**config.mk**
```make
export PLATFORM = sky130hd
export DESIGN_NAME = cto_core
export DESIGN_NICKNAME = d
export VERILOG_FILES = /design/src/hdl/cto_pkg.sv /design/src/hdl/cto_core.sv
export SDC_FILE = /design/constraint.sdc
export NUM_CORES = 1
export LEC_CHECK = 0
export ABC_AREA = 1
export BUFFER_PORTS_ARGS = -buffer_cell sky130_fd_sc_hd__buf_4
export CAP_MARGIN = 20
export CORE_ASPECT_RATIO = 0.6
export CORE_MARGIN = 2
export CORE_UTILIZATION = 45
export DETAILED_ROUTE_END_ITERATION = 8
export GPL_TIMING_DRIVEN = 0
export PLACE_DENSITY = 0.61
export SYNTH_ARGS = -nofsm -noshare
export SYNTH_HDL_FRONTEND = slang
export SYNTH_SLANG_ARGS = --single-unit
```
**constraint.sdc**
```tcl
create_clock -name CLK -period 2.8 [get_ports CLK]
set_input_delay 0.14 -clock CLK [delete_from_list [all_inputs] [get_ports CLK]]
set_output_delay 0.14 -clock CLK [all_outputs]
set_load 0.02 [all_outputs]
```
**src/hdl/cto_pkg.sv**
```systemverilog
// constants shared by the transfer and test executor
package cto_pkg;
  localparam int DW = 32;
  localparam int AW = 6;
  // ---------------------------------------------------------------
  // register byte addresses
  // ---------------------------------------------------------------
  localparam logic [AW-1:0] A_CMD   = 6'h00;
  localparam logic [AW-1:0] A_STAT  = 6'h04;
  localparam logic [AW-1:0] A_D     = 6'h08;
  localparam logic [AW-1:0] A_E     = 6'h0C;
  localparam logic [AW-1:0] A_X     = 6'h10;
  localparam logic [AW-1:0] A_MLO   = 6'h14;
  localparam logic [AW-1:0] A_MHI   = 6'h18;
  localparam logic [AW-1:0] A_FLG   = 6'h1C;
  localparam logic [AW-1:0] A_BANK  = 6'h20;
  // ---------------------------------------------------------------
  // field positions
  // ---------------------------------------------------------------
  localparam int F_C  = 0;
  localparam int F_V  = 1;
  localparam int F_Z  = 2;
  localparam int F_N  = 3;
  localparam int F_EV = 4;
  localparam int F_MV = 5;
  localparam int F_SM = 6;
  localparam int S_BUSY = 0;
  localparam int S_BAD  = 1;
  localparam int K_EK   = 0;
  localparam int K_SK   = 4;
  // ---------------------------------------------------------------
  // opcodes and cycle counts
  // ---------------------------------------------------------------
  localparam logic [15:0] OP_PAIR  = 16'h27B1;
  localparam logic [15:0] OP_HIGH  = 16'h27B2;
  localparam logic [15:0] OP_SPLIT = 16'h27B3;
  localparam logic [15:0] OP_RND   = 16'h27B4;
  localparam logic [15:0] OP_TRN   = 16'h27B5;
  localparam logic [15:0] OP_EKB   = 16'h27BB;
  localparam logic [15:0] OP_SKB   = 16'h37AF;
  localparam logic [15:0] OP_TSA   = 16'h3706;
  localparam logic [15:0] OP_TSB   = 16'h3716;
  localparam logic [15:0] OP_TSD   = 16'h27F6;
  localparam logic [15:0] OP_TSE   = 16'h2776;
  localparam logic [2:0]  CYC_2    = 3'h2;
  localparam logic [2:0]  CYC_4    = 3'h4;
  localparam logic [2:0]  CYC_6    = 3'h6;
  // ---------------------------------------------------------------
  // values
  // ---------------------------------------------------------------
  localparam logic [35:0] RND_ADD  = 36'h0_0000_8000;
  localparam logic [15:0] SAT_POS  = 16'h7FFF;
  localparam logic [15:0] SAT_NEG  = 16'h8000;
  localparam logic [15:0] W_ZERO   = 16'h0000;
  localparam logic [7:0]  B_ZERO   = 8'h00;
  localparam logic [3:0]  N_ZERO   = 4'h0;
  typedef enum logic {ST_IDLE, ST_EXEC} cto_state_type;
endpackage

```
**src/hdl/cto_core.sv**
```systemverilog
// executor for accumulator transfer and test operations, wishbone slave
//--------------------------------------------------------------------
//--------------------------------------------------------------------
//
// Added by the designer: the Wishbone register port and the placing of the registers.
module cto_core (
  input  wire logic                   CLK,
  input  wire logic                   RST,
  input  wire logic                   WB_CYC,
  input  wire logic                   WB_STB,
  input  wire logic                   WB_WE,
  input  wire logic [cto_pkg::AW-1:0] WB_ADR,
  input  wire logic [3:0]             WB_SEL,
  input  wire logic [cto_pkg::DW-1:0] WB_DAT_WR,
  output logic      [cto_pkg::DW-1:0] WB_DAT_RD,
  output logic                        WB_ACK,
  output logic      [3:0]             EXT_BANK
);
  import cto_pkg::*;

  typedef struct packed {
    cto_state_type st;
    logic [2:0]    cnt;
    logic [15:0]   op;
    logic [7:0]    a;
    logic [7:0]    b;
    logic [15:0]   e;
    logic [15:0]   x;
    logic [35:0]   am;
    logic          fc, fv, fz, fn, fev, fmv, sm, bad;
    logic [3:0]    ek;
    logic [3:0]    sk;
    logic          ack;
    logic [31:0]   rd;
  } cto_regs_type;

  cto_regs_type r_ff, nxt_r;

  //------------------------------------------------------------------
  // helpers
  //------------------------------------------------------------------
  function automatic logic [31:0] merge(input logic [31:0] o,
                                        input logic [31:0] n,
                                        input logic [3:0]  s);
    logic [31:0] v;
    v = o;
    for (int i = 0; i < 4; i++) begin
      if (s[i]) begin
        v[i*8 +: 8] = n[i*8 +: 8];
      end
    end
    return v;
  endfunction

  logic        req;
  logic        fin;
  logic [15:0] d_w;
  logic [35:0] tmp;
  logic        r_ev, r_mv, sat_r, sat_t;
  logic [15:0] sat_v, e_r, e_t;
  logic [31:0] wv;
  logic [2:0]  cyc_n;
  logic        known;

  assign req   = WB_CYC & WB_STB & ~r_ff.ack;
  assign fin   = (r_ff.st == ST_EXEC) && (r_ff.cnt == 3'h0);
  assign d_w   = {r_ff.a, r_ff.b};
  // rounding adds half an lsb of the upper word
  assign tmp   = r_ff.am + RND_ADD;
  assign r_ev  = ~((&tmp[35:31]) | ~(|tmp[35:31]));
  assign r_mv  = ~r_ff.am[35] & tmp[35];
  assign sat_v = r_ff.am[35] ? SAT_NEG : SAT_POS;
  assign sat_r = r_ff.sm & (r_ev | r_mv);
  assign sat_t = r_ff.sm & (r_ff.fev | r_ff.fmv);
  assign e_r   = sat_r ? sat_v : tmp[31:16];
  assign e_t   = sat_t ? sat_v : r_ff.am[31:16];

  always_comb begin
    cyc_n = CYC_2;
    known = 1'b1;
    case (WB_DAT_WR[15:0])
      OP_PAIR, OP_HIGH: cyc_n = CYC_4;
      OP_SPLIT, OP_RND: cyc_n = CYC_6;
      OP_TRN, OP_EKB, OP_SKB, OP_TSA, OP_TSB, OP_TSD,
      OP_TSE:           cyc_n = CYC_2;
      default:          known = 1'b0;
    endcase
  end

  //------------------------------------------------------------------
  // next state
  //------------------------------------------------------------------
  always_comb begin
    nxt_r     = r_ff;
    wv        = 32'h0000_0000;
    nxt_r.ack = req;
    // software writes to operands land only while idle
    if (req && WB_WE && r_ff.st == ST_IDLE) begin
      case (WB_ADR)
        A_CMD: begin
          if (known) begin
            nxt_r.st  = ST_EXEC;
            nxt_r.op  = WB_DAT_WR[15:0];
            nxt_r.cnt = cyc_n - 3'h1;
          end
          nxt_r.bad = ~known;
        end
        A_D: begin
          wv = merge({16'h0000, d_w}, WB_DAT_WR, WB_SEL);
          {nxt_r.a, nxt_r.b} = wv[15:0];
        end
        A_E: begin
          wv = merge({16'h0000, r_ff.e}, WB_DAT_WR, WB_SEL);
          nxt_r.e = wv[15:0];
        end
        A_X: begin
          wv = merge({16'h0000, r_ff.x}, WB_DAT_WR, WB_SEL);
          nxt_r.x = wv[15:0];
        end
        A_MLO: nxt_r.am[31:0] = merge(r_ff.am[31:0], WB_DAT_WR, WB_SEL);
        A_MHI: if (WB_SEL[0]) nxt_r.am[35:32] = WB_DAT_WR[3:0];
        A_FLG: begin
          if (WB_SEL[0]) begin
            nxt_r.fc  = WB_DAT_WR[F_C];
            nxt_r.fv  = WB_DAT_WR[F_V];
            nxt_r.fz  = WB_DAT_WR[F_Z];
            nxt_r.fn  = WB_DAT_WR[F_N];
            nxt_r.fev = WB_DAT_WR[F_EV];
            nxt_r.fmv = WB_DAT_WR[F_MV];
            nxt_r.sm  = WB_DAT_WR[F_SM];
          end
        end
        A_BANK: begin
          if (WB_SEL[0]) begin
            nxt_r.ek = WB_DAT_WR[K_EK +: 4];
            nxt_r.sk = WB_DAT_WR[K_SK +: 4];
          end
        end
        default: ;
      endcase
    end

    if (r_ff.st == ST_EXEC) begin
      nxt_r.cnt = r_ff.cnt - 3'h1;
      if (fin) begin
        nxt_r.st = ST_IDLE;
        case (r_ff.op)
          OP_PAIR: begin
            nxt_r.am  = {{4{r_ff.e[15]}}, r_ff.e, d_w};
            nxt_r.fev = 1'b0;
            nxt_r.fmv = 1'b0;
          end
          OP_HIGH: begin
            nxt_r.am  = {{4{r_ff.e[15]}}, r_ff.e, W_ZERO};
            nxt_r.fev = 1'b0;
            nxt_r.fmv = 1'b0;
          end
          OP_EKB: nxt_r.b = {N_ZERO, r_ff.ek};
          OP_SKB: nxt_r.b = {N_ZERO, r_ff.sk};
          OP_RND: begin
            nxt_r.e   = e_r;
            nxt_r.fev = r_ev;
            nxt_r.fmv = r_mv;
            nxt_r.fn  = e_r[15];
            nxt_r.fz  = (e_r == W_ZERO);
          end
          OP_TRN: begin
            nxt_r.e  = e_t;
            nxt_r.fn = e_t[15];
            nxt_r.fz = (e_t == W_ZERO);
          end
          OP_SPLIT: begin
            nxt_r.x = {{12{r_ff.am[35]}}, r_ff.am[35:32]};
            nxt_r.e = r_ff.am[31:16];
            {nxt_r.a, nxt_r.b} = r_ff.am[15:0];
          end
          OP_TSA, OP_TSB: begin
            nxt_r.fn = (r_ff.op == OP_TSA) ? r_ff.a[7] : r_ff.b[7];
            nxt_r.fz = (r_ff.op == OP_TSA) ? (r_ff.a == B_ZERO)
                                           : (r_ff.b == B_ZERO);
            nxt_r.fv = 1'b0;
            nxt_r.fc = 1'b0;
          end
          OP_TSD, OP_TSE: begin
            nxt_r.fn = (r_ff.op == OP_TSD) ? d_w[15] : r_ff.e[15];
            nxt_r.fz = (r_ff.op == OP_TSD) ? (d_w == W_ZERO)
                                           : (r_ff.e == W_ZERO);
            nxt_r.fv = 1'b0;
            nxt_r.fc = 1'b0;
          end
          default: ;
        endcase
      end
    end

    // read data reflects state at the request cycle
    nxt_r.rd = 32'h0000_0000;
    if (req && !WB_WE) begin
      case (WB_ADR)
        A_CMD:  nxt_r.rd[15:0] = r_ff.op;
        A_STAT: begin
          nxt_r.rd[S_BUSY] = (r_ff.st == ST_EXEC);
          nxt_r.rd[S_BAD]  = r_ff.bad;
        end
        A_D:    nxt_r.rd[15:0] = d_w;
        A_E:    nxt_r.rd[15:0] = r_ff.e;
        A_X:    nxt_r.rd[15:0] = r_ff.x;
        A_MLO:  nxt_r.rd = r_ff.am[31:0];
        A_MHI:  nxt_r.rd[3:0] = r_ff.am[35:32];
        A_FLG: begin
          nxt_r.rd[F_C]  = r_ff.fc;
          nxt_r.rd[F_V]  = r_ff.fv;
          nxt_r.rd[F_Z]  = r_ff.fz;
          nxt_r.rd[F_N]  = r_ff.fn;
          nxt_r.rd[F_EV] = r_ff.fev;
          nxt_r.rd[F_MV] = r_ff.fmv;
          nxt_r.rd[F_SM] = r_ff.sm;
        end
        A_BANK: begin
          nxt_r.rd[K_EK +: 4] = r_ff.ek;
          nxt_r.rd[K_SK +: 4] = r_ff.sk;
        end
        default: ;
      endcase
    end
  end

  always_ff @(posedge CLK) begin
    if (RST) begin
      r_ff <= '0;
    end else begin
      r_ff <= nxt_r;
    end
  end

  assign WB_ACK    = r_ff.ack;
  assign WB_DAT_RD = r_ff.rd;
  assign EXT_BANK  = r_ff.ek;

  logic taken;
  assign taken = req && WB_WE && WB_ADR == A_CMD && r_ff.st == ST_IDLE;
endmodule

```
Yosys cells after proc, flatten, opt, wreduce, memory -nomap -nowiden
Cells that the tools add are included.
Storage, ports and cells
  bits in registers: 153
  bits of input ports: 47
  output and inout port bits: 37
Operators by class
  add/sub/neg operators: 3
  equality and inequality tests: 30
  mux-type cells: 50
  bitwise logic cells: 16
  reductions and logical operators: 32
Operators with widths (count)
  equality test 16 x 14 -> 1 bit, second input constant: 22
  2-to-1 mux 90 bit: 2
  2-to-1 mux 120 bit: 1
  2-to-1 mux 16 bit: 7
  2-to-1 mux 8 bit: 13
  case mux 36 bit (2 select lines): 1
  logical NOT 16 bit: 4
  case mux 16 bit (3 select lines): 1
  2-to-1 mux 20 bit: 2
  case mux 8 bit (5 select lines): 1
  adder 36 x 16 -> 36 bit, second input constant: 1
  2-to-1 mux 32 bit: 1
  equality test 6 x 5 -> 1 bit, second input constant: 4
  case mux 8 bit (3 select lines): 1
  case mux 3 bit (7 select lines): 1
  case mux 2 bit (9 select lines): 1
  logical NOT 8 bit: 2
  case mux 2 bit (8 select lines): 1
  2-to-1 mux 7 bit: 2
  equality test 6 x 4 -> 1 bit, second input constant: 2
  2-to-1 mux 4 bit: 3
  AND reduction 3 bit: 4
  OR reduction 2 bit: 6
  OR reduction 11 bit: 1
  other kinds (22): 47

Longest topological paths before layout
Gate-level depths: netlist (run 1).
  word-level depth: 12
  depth in mapped cells: 20
  gate-level depth less buffers: 19

Worst setup path after synthesis (run 1)
No wires, ideal clock.
  kind: register -> register
  start: register r_ff[64] (netlist name)
  end: register r_ff[116] (netlist name)
  library setup time: 0.116 ns
  data arrival time: 2.411 ns
  required time: 2.684 ns
  path slack: 0.273 ns
  cell stages (with the launch flop): 21
  buffers on the path: 1
  path through: dfxtp_1 > ha_1 > nand2_2 > nor2_2 > nand2_2 > inv_1 > nand4_1 > nor4_1 > ha_1 > nand3b_1 > nor2_1 > nand2_1 > nand2_2 > nand2_4 > nand2_2 > buf_6 > nand2_1 > nand3_1 > nand3_1 > o211ai_1 > inv_1
On the way
  cells in the longest elaborated chain, start to end: 11
Ends and longest elaborated chain
  start, declared: RTL line cto_core.sv:37  | cto_regs_type r_ff, nxt_r;
  start signal, assigned: RTL line cto_core.sv:232  | r_ff <= nxt_r;
  adder 36 x 16 -> 36 bit (*): RTL line cto_core.sv:69  | assign tmp = r_ff.am + RND_ADD;
  OR reduction 5 bit: RTL line cto_core.sv:70  | assign r_ev = ~((&tmp[35:31]) | ~(|tmp[35:31]));
  inverter 1 bit: RTL line cto_core.sv:70
  bitwise OR 1 bit: RTL line cto_core.sv:70
  inverter 1 bit: RTL line cto_core.sv:70
  bitwise OR 1 bit: RTL line cto_core.sv:73  | assign sat_r = r_ff.sm & (r_ev | r_mv);
  AND 1 bit: RTL line cto_core.sv:73
  2-to-1 mux 16 bit (*): RTL line cto_core.sv:75  | assign e_r = sat_r ? sat_v : tmp[31:16];
  case mux 16 bit (3 select lines) (*): RTL line cto_core.sv:147  | case (r_ff.op)
  2-to-1 mux 90 bit (*): RTL line cto_core.sv:145  | if (fin) begin
  2-to-1 mux 90 bit (*): RTL line cto_core.sv:143  | if (r_ff.st == ST_EXEC) begin
Mark *: on every way between the ends. The rest lies on a longest branch, timed or not.
A chain may end at the register's enable or synchronous reset.

Final worst setup path (run 1)
  start: register r_ff[141] (netlist name)
  end: register r_ff[112] (netlist name)
On the way
  cells in the longest elaborated chain, start to end: 4
Ends and longest elaborated chain (RTL line)
  equality test 16 x 14 -> 1 bit: cto_core.sv:147
  case mux 16 bit (3 select lines) (*): cto_core.sv:147
  2-to-1 mux 90 bit (*): cto_core.sv:145
  2-to-1 mux 90 bit (*): cto_core.sv:143
Marks and branches as above.

==> flow_summary.yaml, run 1 <==
critical_path:
  crit_buf_inv: 2
  critPathTopFamily: "simple AND/OR/NAND/NOR gates"
  arrival_ns: 3.26
  cp-end-kind: "flip-flop"
  slowest_stage: "nor2_2"
  path_class: "flip-flop to flip-flop"
  cp_cell_sequence: "nand4_1 > inv_1 > nand3_2 > nor2_1 > nand4_1 > nor2_2 > nand2_1 > nand2_1 > inv_2 > a221oi_1 > a21oi_2"
  worstPathRequired_ns: 3.12
  slowest_delay_ns: 0.41
  cp_max_fo: 7
  start_kind: "flip-flop"
timing:
  slew_headroom_pct: 42.4
  setup_viol: 17
  finClkSkew_ns: 0.0120
  final_max_slew_viol_count: 0
  fin_crit_ns: 2.95
  hold_violations: 0
  min_period_over_period_pct: 105
  setup_slack_ns: -0.147
  grt_setup_unrepaired: "true"
  tightest_slew_ns: 0.856
  fmax_mhz: 339
yosys:
  yosysWarnings: 0
  synth_edf_count: 0
  ys_seq_area_share_pct: 35.4
  ys.flop_type: "dfxtp_1"
  synth_most_common_cell: "nand2_1"
  netlist_top_cells_area: "dfxtp_1 (35%), nand2_1 (9.5%), a21oi_1 (8.5%)"
  synth_area_um2: 8660
  yosys.area.top_type_share_pct: 35.4
  yosys_register_bits: 153
  yosysTopAreaCell: "dfxtp_1"
  syn_avg_cell_area_um2: 6.81
  synth_common_cells: "nand2_1 (220), dfxtp_1 (153), a21oi_1 (147)"
  synth_cell_types: 52
  synth.net_count: 1323
  syn_inst: 1272
  synth-async-reset-ratio_pct: 0
grt:
  grt_pass1_vias: 8780
  grt_max_degree: 17
  track_usage_pct: 35.8
  grt_antenna_before_repair: 0
  gr-total-overflow: 0
  grt_pass1_wl_um: 54200
routing:
  wl_per_cell_um: 22.1
  firstDrtPassIters: 6
  drt_wl_total_um: 36600
  wl_met1_um: 16900
  vias: 9877
  via_per_inst: 5.95
  ant_nets: 0
  top_layer_used: "met4"
  wl_met3_um: 5440
  met2_length_um: 13600
  drc: 0
  drt_iter0_drc: 1679
clocking:
  clk_path_buf_depth: 2
  cts_sinks: 153
  htreeDepth: 4
  cts_root_buf: "clkbuf_16"
  path_clk_slew_ns: 0.06
  clk_latency_ns: 0.45
  cts_buffers: 17
  cts_tree: "built"
placement:
  gp_congestion: 1.04
  numPortBuffers: 81
  dp_slack_ns: -0.485
  dpl-instance-area_um2: 9580
  place_hpwl_um: 28000
flow_run:
  drv_cap: 0
layout:
  utilization_pct: 56.0
  drive_gt1_share_pct: 19.6
  syn2layout_area_growth_pct: 22.3
  stdcell_area_um2: 10600
  antenna_cells: 0
  nets: 1454
power_and_ir_drop:
  power_density_nw_per_um2: 444
  irDropWorstVdd_v: 0.000453
  power.leakage_nw: 4.23
floorplan:
  core_um2: 18900
  die_h_um: 111
  boundaryPins: 84
  die_area_um2: 20400
  rows: 39
  initial_core_util_pct: 45.8
  fp.dieW_um: 183
status:
  violations: "negative setup slack"
  status: "finished with violations"
hold_path:
  hp-class: "input pin to flip-flop"
==> sequential cells by signal, summed over array words and instances (netlist names) <==
register   flops
WB_DAT_RD     32
r_ff         100
WB_ACK         1
d_w           16
EXT_BANK       4
==> worst register-to-register path: cells and delay by family (launching register included) <==
family	cells	cell delay, ns
flip-flops	1	0.40
AO/OA/AOI/OAI	2	0.51
buffers and inverters	2	0.24
AND/OR/NAND/NOR	7	1.67
==> worst paths after layout <==
kind | startpoint | cells past startpoint | to | slack [ns]
worst max-delay path | r_ff[141] | 11 | r_ff[112] | -0.15
worst min-delay path | WB_DAT_WR[13] | 3 | d_w[13] | 0.006
worst max register to register | r_ff[141] | 11 | r_ff[112] | -0.15
worst min register to register | r_ff[144] | 2 | r_ff[144] | 0.46
==> cell families after synthesis <==
family                   synth area share (%)
multiplexers                            0.708
XOR/XNOR                                 1.21
flip-flops                               35.4
buffers and inverters                    12.3
AND/OR/NAND/NOR                          25.1
AO/OA/AOI/OAI                            24.8
adder cells (fa/ha/maj)                 0.578
==> where the power goes <==
group	total, mW	switching [mW]	internal [mW]
combinational	0.235	0.158	0.0771
sequential	2.18	0.00152	2.18
clock	2.29	1.00	1.29
total	4.70	1.16	3.54
==> area by class of cell <==
cell class	count	area, um2
fillers	1923	8330
multi-input cells	881	4690
flip-flops and latches	153	3070
repair buffers	112	886
inverters	151	571
plain buffers	87	509
clock buffers	21	470
well taps	246	308
clock inverters	10	96.3
==> cells in the final DEF, fill, tap and decap left out, drive strengths merged, types with 3 or more instances in the layout <==
| cell | count |
|---|---|
| nand2 | 234 |
| dfxtp | 153 |
| buf | 153 |
| a21oi | 149 |
| inv | 147 |
| nor2 | 144 |
| o21ai | 130 |
| clkbuf | 52 |
| nand3 | 48 |
| o22ai | 32 |
| nor3 | 26 |
| o211ai | 18 |
| nand4 | 15 |
| dlygate4sd3 | 15 |
| a221oi | 13 |
| xor2 | 12 |
| a22oi | 9 |
| nor4 | 9 |
| clkinv | 8 |
| a31oi | 7 |
| clkinvlp | 5 |
| mux2i | 5 |
| a211oi | 4 |
| ha | 4 |
| o31ai | 3 |
| o41ai | 3 |
==> what timing repair did <==
action / 4_1_cts / 5_1_grt
setup buffers: 9 / 7
setup endpoints to repair: 18 / 43
hold buffers: 15 / 0
hold endpoints to repair: 15 / 0
resized for setup: 34 / 19
pin swaps: 10 / 6
gates cloned: 0 / 0
==> metrics by stage <==
| stage | setup TNS [ns] | std cells | total power [mW] | hold WS (ns) |
|---|---|---|---|---|
| after global placement | -7.61 | 1599 | 2.44 | 0.424 |
| final | -1.01 | 1661 | 4.70 | 0.00607 |
| after floorplan | 0 | 1272 | 2.30 | 0.303 |
| after CTS | -0.136 | 1654 | 4.70 | 0.00205 |
| after detailed placement | -7.05 | 1599 | 2.44 | 0.432 |
| after global routing | -3.06 | 1661 | 4.81 | 0.0263 |
==> routing by layer <==
| metal | vias up | global-route usage [%] |
|---|---|---|
| met2 | 667 | 45.1 |
| met1 | 4629 | 56.1 |
| met3 | 55 | 12.3 |
| li1 | 4526 | - |
| met5 | - | 0 |
| met4 | 0 | 9.44 |
Power figures use the tool's default switching activity.
==> run 2: changes to the inputs <==
--- a/config.mk
+++ b/config.mk
@@ -8,12 +8,15 @@
 export ABC_AREA = 1
 export BUFFER_PORTS_ARGS = -buffer_cell sky130_fd_sc_hd__buf_4
 export CAP_MARGIN = 20
+export CELL_PAD_IN_SITES_DETAIL_PLACEMENT = 1
+export CELL_PAD_IN_SITES_GLOBAL_PLACEMENT = 2
 export CORE_ASPECT_RATIO = 0.6
 export CORE_MARGIN = 2
-export CORE_UTILIZATION = 45
+export CORE_UTILIZATION = 36
 export DETAILED_ROUTE_END_ITERATION = 8
 export GPL_TIMING_DRIVEN = 0
-export PLACE_DENSITY = 0.61
+export PLACE_DENSITY = 0.83
+export SLEW_MARGIN = 20
 export SYNTH_ARGS = -nofsm -noshare
 export SYNTH_HDL_FRONTEND = slang
 export SYNTH_SLANG_ARGS = --single-unit
==> constraint.sdc (replaced) <==
create_clock -name CLK -period 3.7 [get_ports CLK]
set_input_delay 0.185 -clock CLK [delete_from_list [all_inputs] [get_ports CLK]]
set_output_delay 0.185 -clock CLK [all_outputs]
set_load 0.02 [all_outputs]
==> flow_summary.yaml, run 2 (synthesized netlist as in run 1, its figures left out) <==
timing:
  tns_ns: 0
  hold_violations: 0
  fmax_mhz: 287
  tightest_slew_ns: 1.05
  setup_viol: 0
  hold_ws_ns: 0.0187
  min_period_over_period_pct: 94.2
  finClkSkew_ns: 0.0108
  grt_setup_unrepaired: "false"
  final_max_slew_viol_count: 0
  fin_crit_ns: 3.49
  slew_headroom_pct: 29.4
layout:
  largest_reg_flops: 100
  multiInputGateArea_um2: 4540
  final_cell_mix: "nand2_1 (220), dfxtp_1 (153), a21oi_1 (147)"
  utilization_pct: 44.0
  final-seq-area_um2: 3060
  nets: 1423
  antenna_cells: 0
  drive_gt1_share_pct: 16.5
  final_cells: 1700
  syn2layout_area_growth_pct: 18.5
  fillers: 3057
  regMostFlops: "r_ff"
  layout_commonest_cell: "nand2_1"
clocking:
  clk_latency_ns: 0.45
  cts_buffers: 17
  cts_tree: "built"
  cts_root_buf: "clkbuf_16"
  cts_setup_buffers: 0
  cts_hold_buf: 0
  cts_sinks: 153
  htreeDepth: 4
  clk_path_buf_depth: 2
  cts_resized: 0
  path_clk_slew_ns: 0.07
floorplan:
  die_area_um2: 25400
  fp.dieW_um: 204
  initial_core_util_pct: 37.1
  core_um2: 23300
  rows: 43
  boundaryPins: 84
  die_h_um: 124
placement:
  place_hpwl_um: 32200
  numPortBuffers: 81
  gp_congestion: 0.945
  placed_cells: 1668
routing:
  drt_wl_total_um: 40500
  via_per_inst: 5.76
  firstDrtPassIters: 5
  drt_iter0_drc: 1084
  vias: 9792
  ant_nets: 0
  wl_per_cell_um: 23.8
  drc: 0
grt:
  grt_antenna_before_repair: 1
  grt.busiest_layer: "met1"
  grt_use_met3_pct: 8.22
  grt_pass1_vias: 9085
  met1_usage_pct: 50.3
  gr-total-overflow: 0
  grt_pass1_wl_um: 58700
  grt_max_degree: 17
  use_met2_pct: 42.5
  track_usage_pct: 32.2
power_and_ir_drop:
  power_density_nw_per_um2: 357
  swShare_pct: 25.7
  p_clk_share_pct: 50.3
  power.leakage_nw: 4.06
  seqPwrFrac_pct: 45.0
  p_switching_mw: 0.940
  combPwrFrac_pct: 4.7
  p_int_mw: 2.72
  irDropWorstVdd_v: 0.000311
critical_path:
  cp-startpoint: "r_ff[64]"
  cp_max_fo: 6
  slowest_delay_ns: 0.58
  cp-end-kind: "flip-flop"
  worstPathRequired_ns: 4.08
  cp_cell_sequence: "ha_1 > nand2_2 > nor2_2 > nand2_2 > inv_1 > nand4_1 > nor4_1 > ha_1 > nand3b_1 > nor2_1 > nand2_1 > nand2_2 > nand2_4 > a21boi_0 > nand3_1 > nor2_1 > nand2_1 > a21oi_2"
  cpMostUsedCell: "nand2_2"
  slowest_stage: "dfxtp_1"
  path_class: "flip-flop to flip-flop"
  reg2reg_from: "r_ff[64]"
  start_kind: "flip-flop"
  arrival_ns: 3.86
flow_run:
  drv_cap: 0
hold_path:
  hp-class: "input pin to flip-flop"
  min_from: "WB_DAT_WR[30]"
status:
  status: "finished clean"
-- run 2: power by group through the flow --
stage               Clock [mW]  Combinational [mW]  Sequential [mW]
floorplan                    0              0.0580             1.69
global placement             0               0.165             1.69
detailed placement           0               0.165             1.69
CTS                       1.86               0.166             1.65
global route              1.94               0.177             1.65
finish                    1.84               0.172             1.65
-- run 2: through the flow --
stage	area, um2	power [mW]	setup slack [ns]
after floorplan	8660	1.74	1.17
after global placement	9670	1.85	0.489
after detailed placement	9670	1.85	0.462
after CTS	10300	3.67	0.372
after global routing	10300	3.76	0.0492
final	10300	3.66	0.214
-- run 2: worst max-delay path, delay by kind of cell (launching register included) --
kind | cells | cell delay, ns
AO/OA/AOI/OAI | 2 | 0.47
AND/OR/NAND/NOR | 13 | 1.66
buffers and inverters | 1 | 0.12
adder cells (fa/ha/maj) | 2 | 0.57
flip-flops | 1 | 0.58
-- run 2: metal layers --
metal  routed length [um]  up-vias
met4                  564        0
met2                15300      434
met3                 4260       39
li1                     -     4481
met5                    0        -
met1                20400     4838
-- run 2: area by class of cell --
class,instances,share of cell area (%)
multi-input combinational,881,44.2
tap,315,3.84
clock buffer,18,4.28
buffer,87,4.83
sequential,153,29.8
timing repair buffer,81,5.92
clock inverter,14,1.58
inverter,151,5.52
-- run 2: worst paths after layout --
check | end | slack [ns] | cells after the start
max | r_ff[46] | 0.21 | 18
min | r_ff[79] | 0.02 | 3
max reg2reg | r_ff[46] | 0.21 | 18
min reg2reg | r_ff[144] | 0.47 | 2
==> run 3: changes to the inputs <==
--- a/config.mk
+++ b/config.mk
@@ -6,13 +6,14 @@
 export NUM_CORES = 1
 export LEC_CHECK = 0
 export ABC_AREA = 1
-export BUFFER_PORTS_ARGS = -buffer_cell sky130_fd_sc_hd__buf_4
+export BUFFER_PORTS_ARGS = -buffer_cell sky130_fd_sc_hd__buf_2
 export CAP_MARGIN = 20
 export CELL_PAD_IN_SITES_DETAIL_PLACEMENT = 1
 export CELL_PAD_IN_SITES_GLOBAL_PLACEMENT = 2
 export CORE_ASPECT_RATIO = 0.6
 export CORE_MARGIN = 2
 export CORE_UTILIZATION = 36
+export CTS_CLUSTER_SIZE = 24
 export DETAILED_ROUTE_END_ITERATION = 8
 export GPL_TIMING_DRIVEN = 0
 export PLACE_DENSITY = 0.83
==> flow_summary.yaml, run 3 (synthesized netlist as in run 1, its figures left out) <==
status:
  status: "finished clean"
grt:
  track_usage_pct: 32.8
  grt_pass1_wl_um: 59600
  grt_pass1_vias: 9099
  grt_antenna_before_repair: 1
  gr-total-overflow: 0
  grt_max_degree: 17
clocking:
  cts_hold_buf: 1
  cts_buffers: 17
  clk_latency_ns: 0.47
  cts_sinks: 153
  cts_root_buf: "clkbuf_16"
  htreeDepth: 4
  cts_tree: "built"
  clk_path_buf_depth: 2
  path_clk_slew_ns: 0.07
  cts_setup_buffers: 0
  cts_resized: 0
critical_path:
  worstPathRequired_ns: 4.05
  cpMostUsedCell: "nand2_2"
  start_kind: "flip-flop"
  slowest_delay_ns: 0.59
  cp_cell_sequence: "ha_1 > nand2_2 > nor2_2 > nand2_2 > inv_1 > nand4_1 > nor4_1 > ha_1 > nand3b_1 > nor2_1 > nand2_1 > nand2_2 > nand2_4 > nand2_2 > buf_6 > nand2_1 > nand3_1 > nand3_1 > nand3_1 > inv_1"
  arrival_ns: 3.85
  critPathTopFamily: "simple AND/OR/NAND/NOR gates"
  path_class: "flip-flop to flip-flop"
  cp_max_fo: 10
  cp-end-kind: "flip-flop"
  slowest_stage: "dfxtp_1"
  crit_buf_inv: 3
routing:
  ant_nets: 0
  firstDrtPassIters: 6
  via_per_inst: 5.75
  drt_wl_total_um: 40800
  vias: 9795
  drt_iter0_drc: 1074
  drc: 0
  wl_per_cell_um: 24.0
layout:
  nets: 1424
  regMostFlops: "r_ff"
  final_cells: 1702
  drive_gt1_share_pct: 16.4
  syn2layout_area_growth_pct: 16.3
  fillers: 3064
  layout_commonest_cell: "nand2_1"
  final_cell_mix: "nand2_1 (220), dfxtp_1 (153), a21oi_1 (147)"
  largest_reg_flops: 100
  stdcell_area_um2: 10100
timing:
  tns_ns: 0
  hold_ws_ns: 0.00998
  tightest_slew_ns: 1.03
  finClkSkew_ns: 0.0119
  min_period_over_period_pct: 94.6
  slew_headroom_pct: 31.5
  hold_violations: 0
  fin_crit_ns: 3.50
  grt_setup_unrepaired: "false"
  fmax_mhz: 286
  final_max_slew_viol_count: 0
  setup_viol: 0
  setup_slack_ns: 0.200
placement:
  place_hpwl_um: 32200
  dp_slack_ns: 0.388
  gp_congestion: 0.946
  numPortBuffers: 81
  placed_cells: 1668
  dpl-instance-area_um2: 9460
power_and_ir_drop:
  irDropWorstVdd_v: 0.000320
  power.leakage_nw: 4.01
  power_density_nw_per_um2: 366
floorplan:
  die_h_um: 124
  die_area_um2: 25400
  initial_core_util_pct: 37.1
  core_um2: 23300
  fp.dieW_um: 204
  boundaryPins: 84
  rows: 43
hold_path:
  hp-class: "input pin to flip-flop"
flow_run:
  drv_cap: 0
[run 3: layout make-up]
| cell class | instances | area, um2 | share of cell area [%] |
|---|---|---|---|
| multi-input combinational | 881 | 4540 | 45.0 |
| sequential | 153 | 3060 | 30.4 |
| inverter | 151 | 567 | 5.62 |
| buffer | 87 | 495 | 4.92 |
| clock buffer | 19 | 433 | 4.29 |
| timing repair buffer | 82 | 415 | 4.12 |
| tap | 315 | 394 | 3.91 |
| clock inverter | 13 | 170 | 1.69 |
| antenna | 1 | 2.50 | 0.0248 |
[run 3: final timing paths]
kind,startpoint,end,slack (ns),cells past startpoint
max,r_ff[64],r_ff[45],0.20,20
min,WB_DAT_WR[21],r_ff[70],0.01,3
max reg2reg,r_ff[64],r_ff[45],0.20,20
min reg2reg,r_ff[144],r_ff[144],0.48,2
[run 3: stage by stage]
stage	utilization (%)	total power, mW
2_1_floorplan	-	1.74
3_3_place_gp	40.5	1.84
3_5_place_dp	40.5	1.84
4_1_cts	43.2	3.69
5_1_grt	43.2	3.77
6_report	43.2	3.69
[run 3: metal layers]
metal  track usage (%)  vias to the layer above  part of all wire, %
met5                 0                        -                    0
met4              8.47                        0                  1.7
met3              10.1                       39                   11
met2              43.6                      411                   38
met1              49.9                     4879                   50
li1                  -                     4466                    -
[run 3: tightest hold or removal path: stages]
cell and delay (ns):
buf_2 0.07, a21oi_1 0.05, a21oi_1 0.12
[run 3: where the power goes]
part	switching, mW	internal (mW)	total [mW]
registers	0.00117	1.65	1.65
clock network	0.811	1.07	1.88
logic	0.124	0.0350	0.159
total	0.936	2.75	3.69
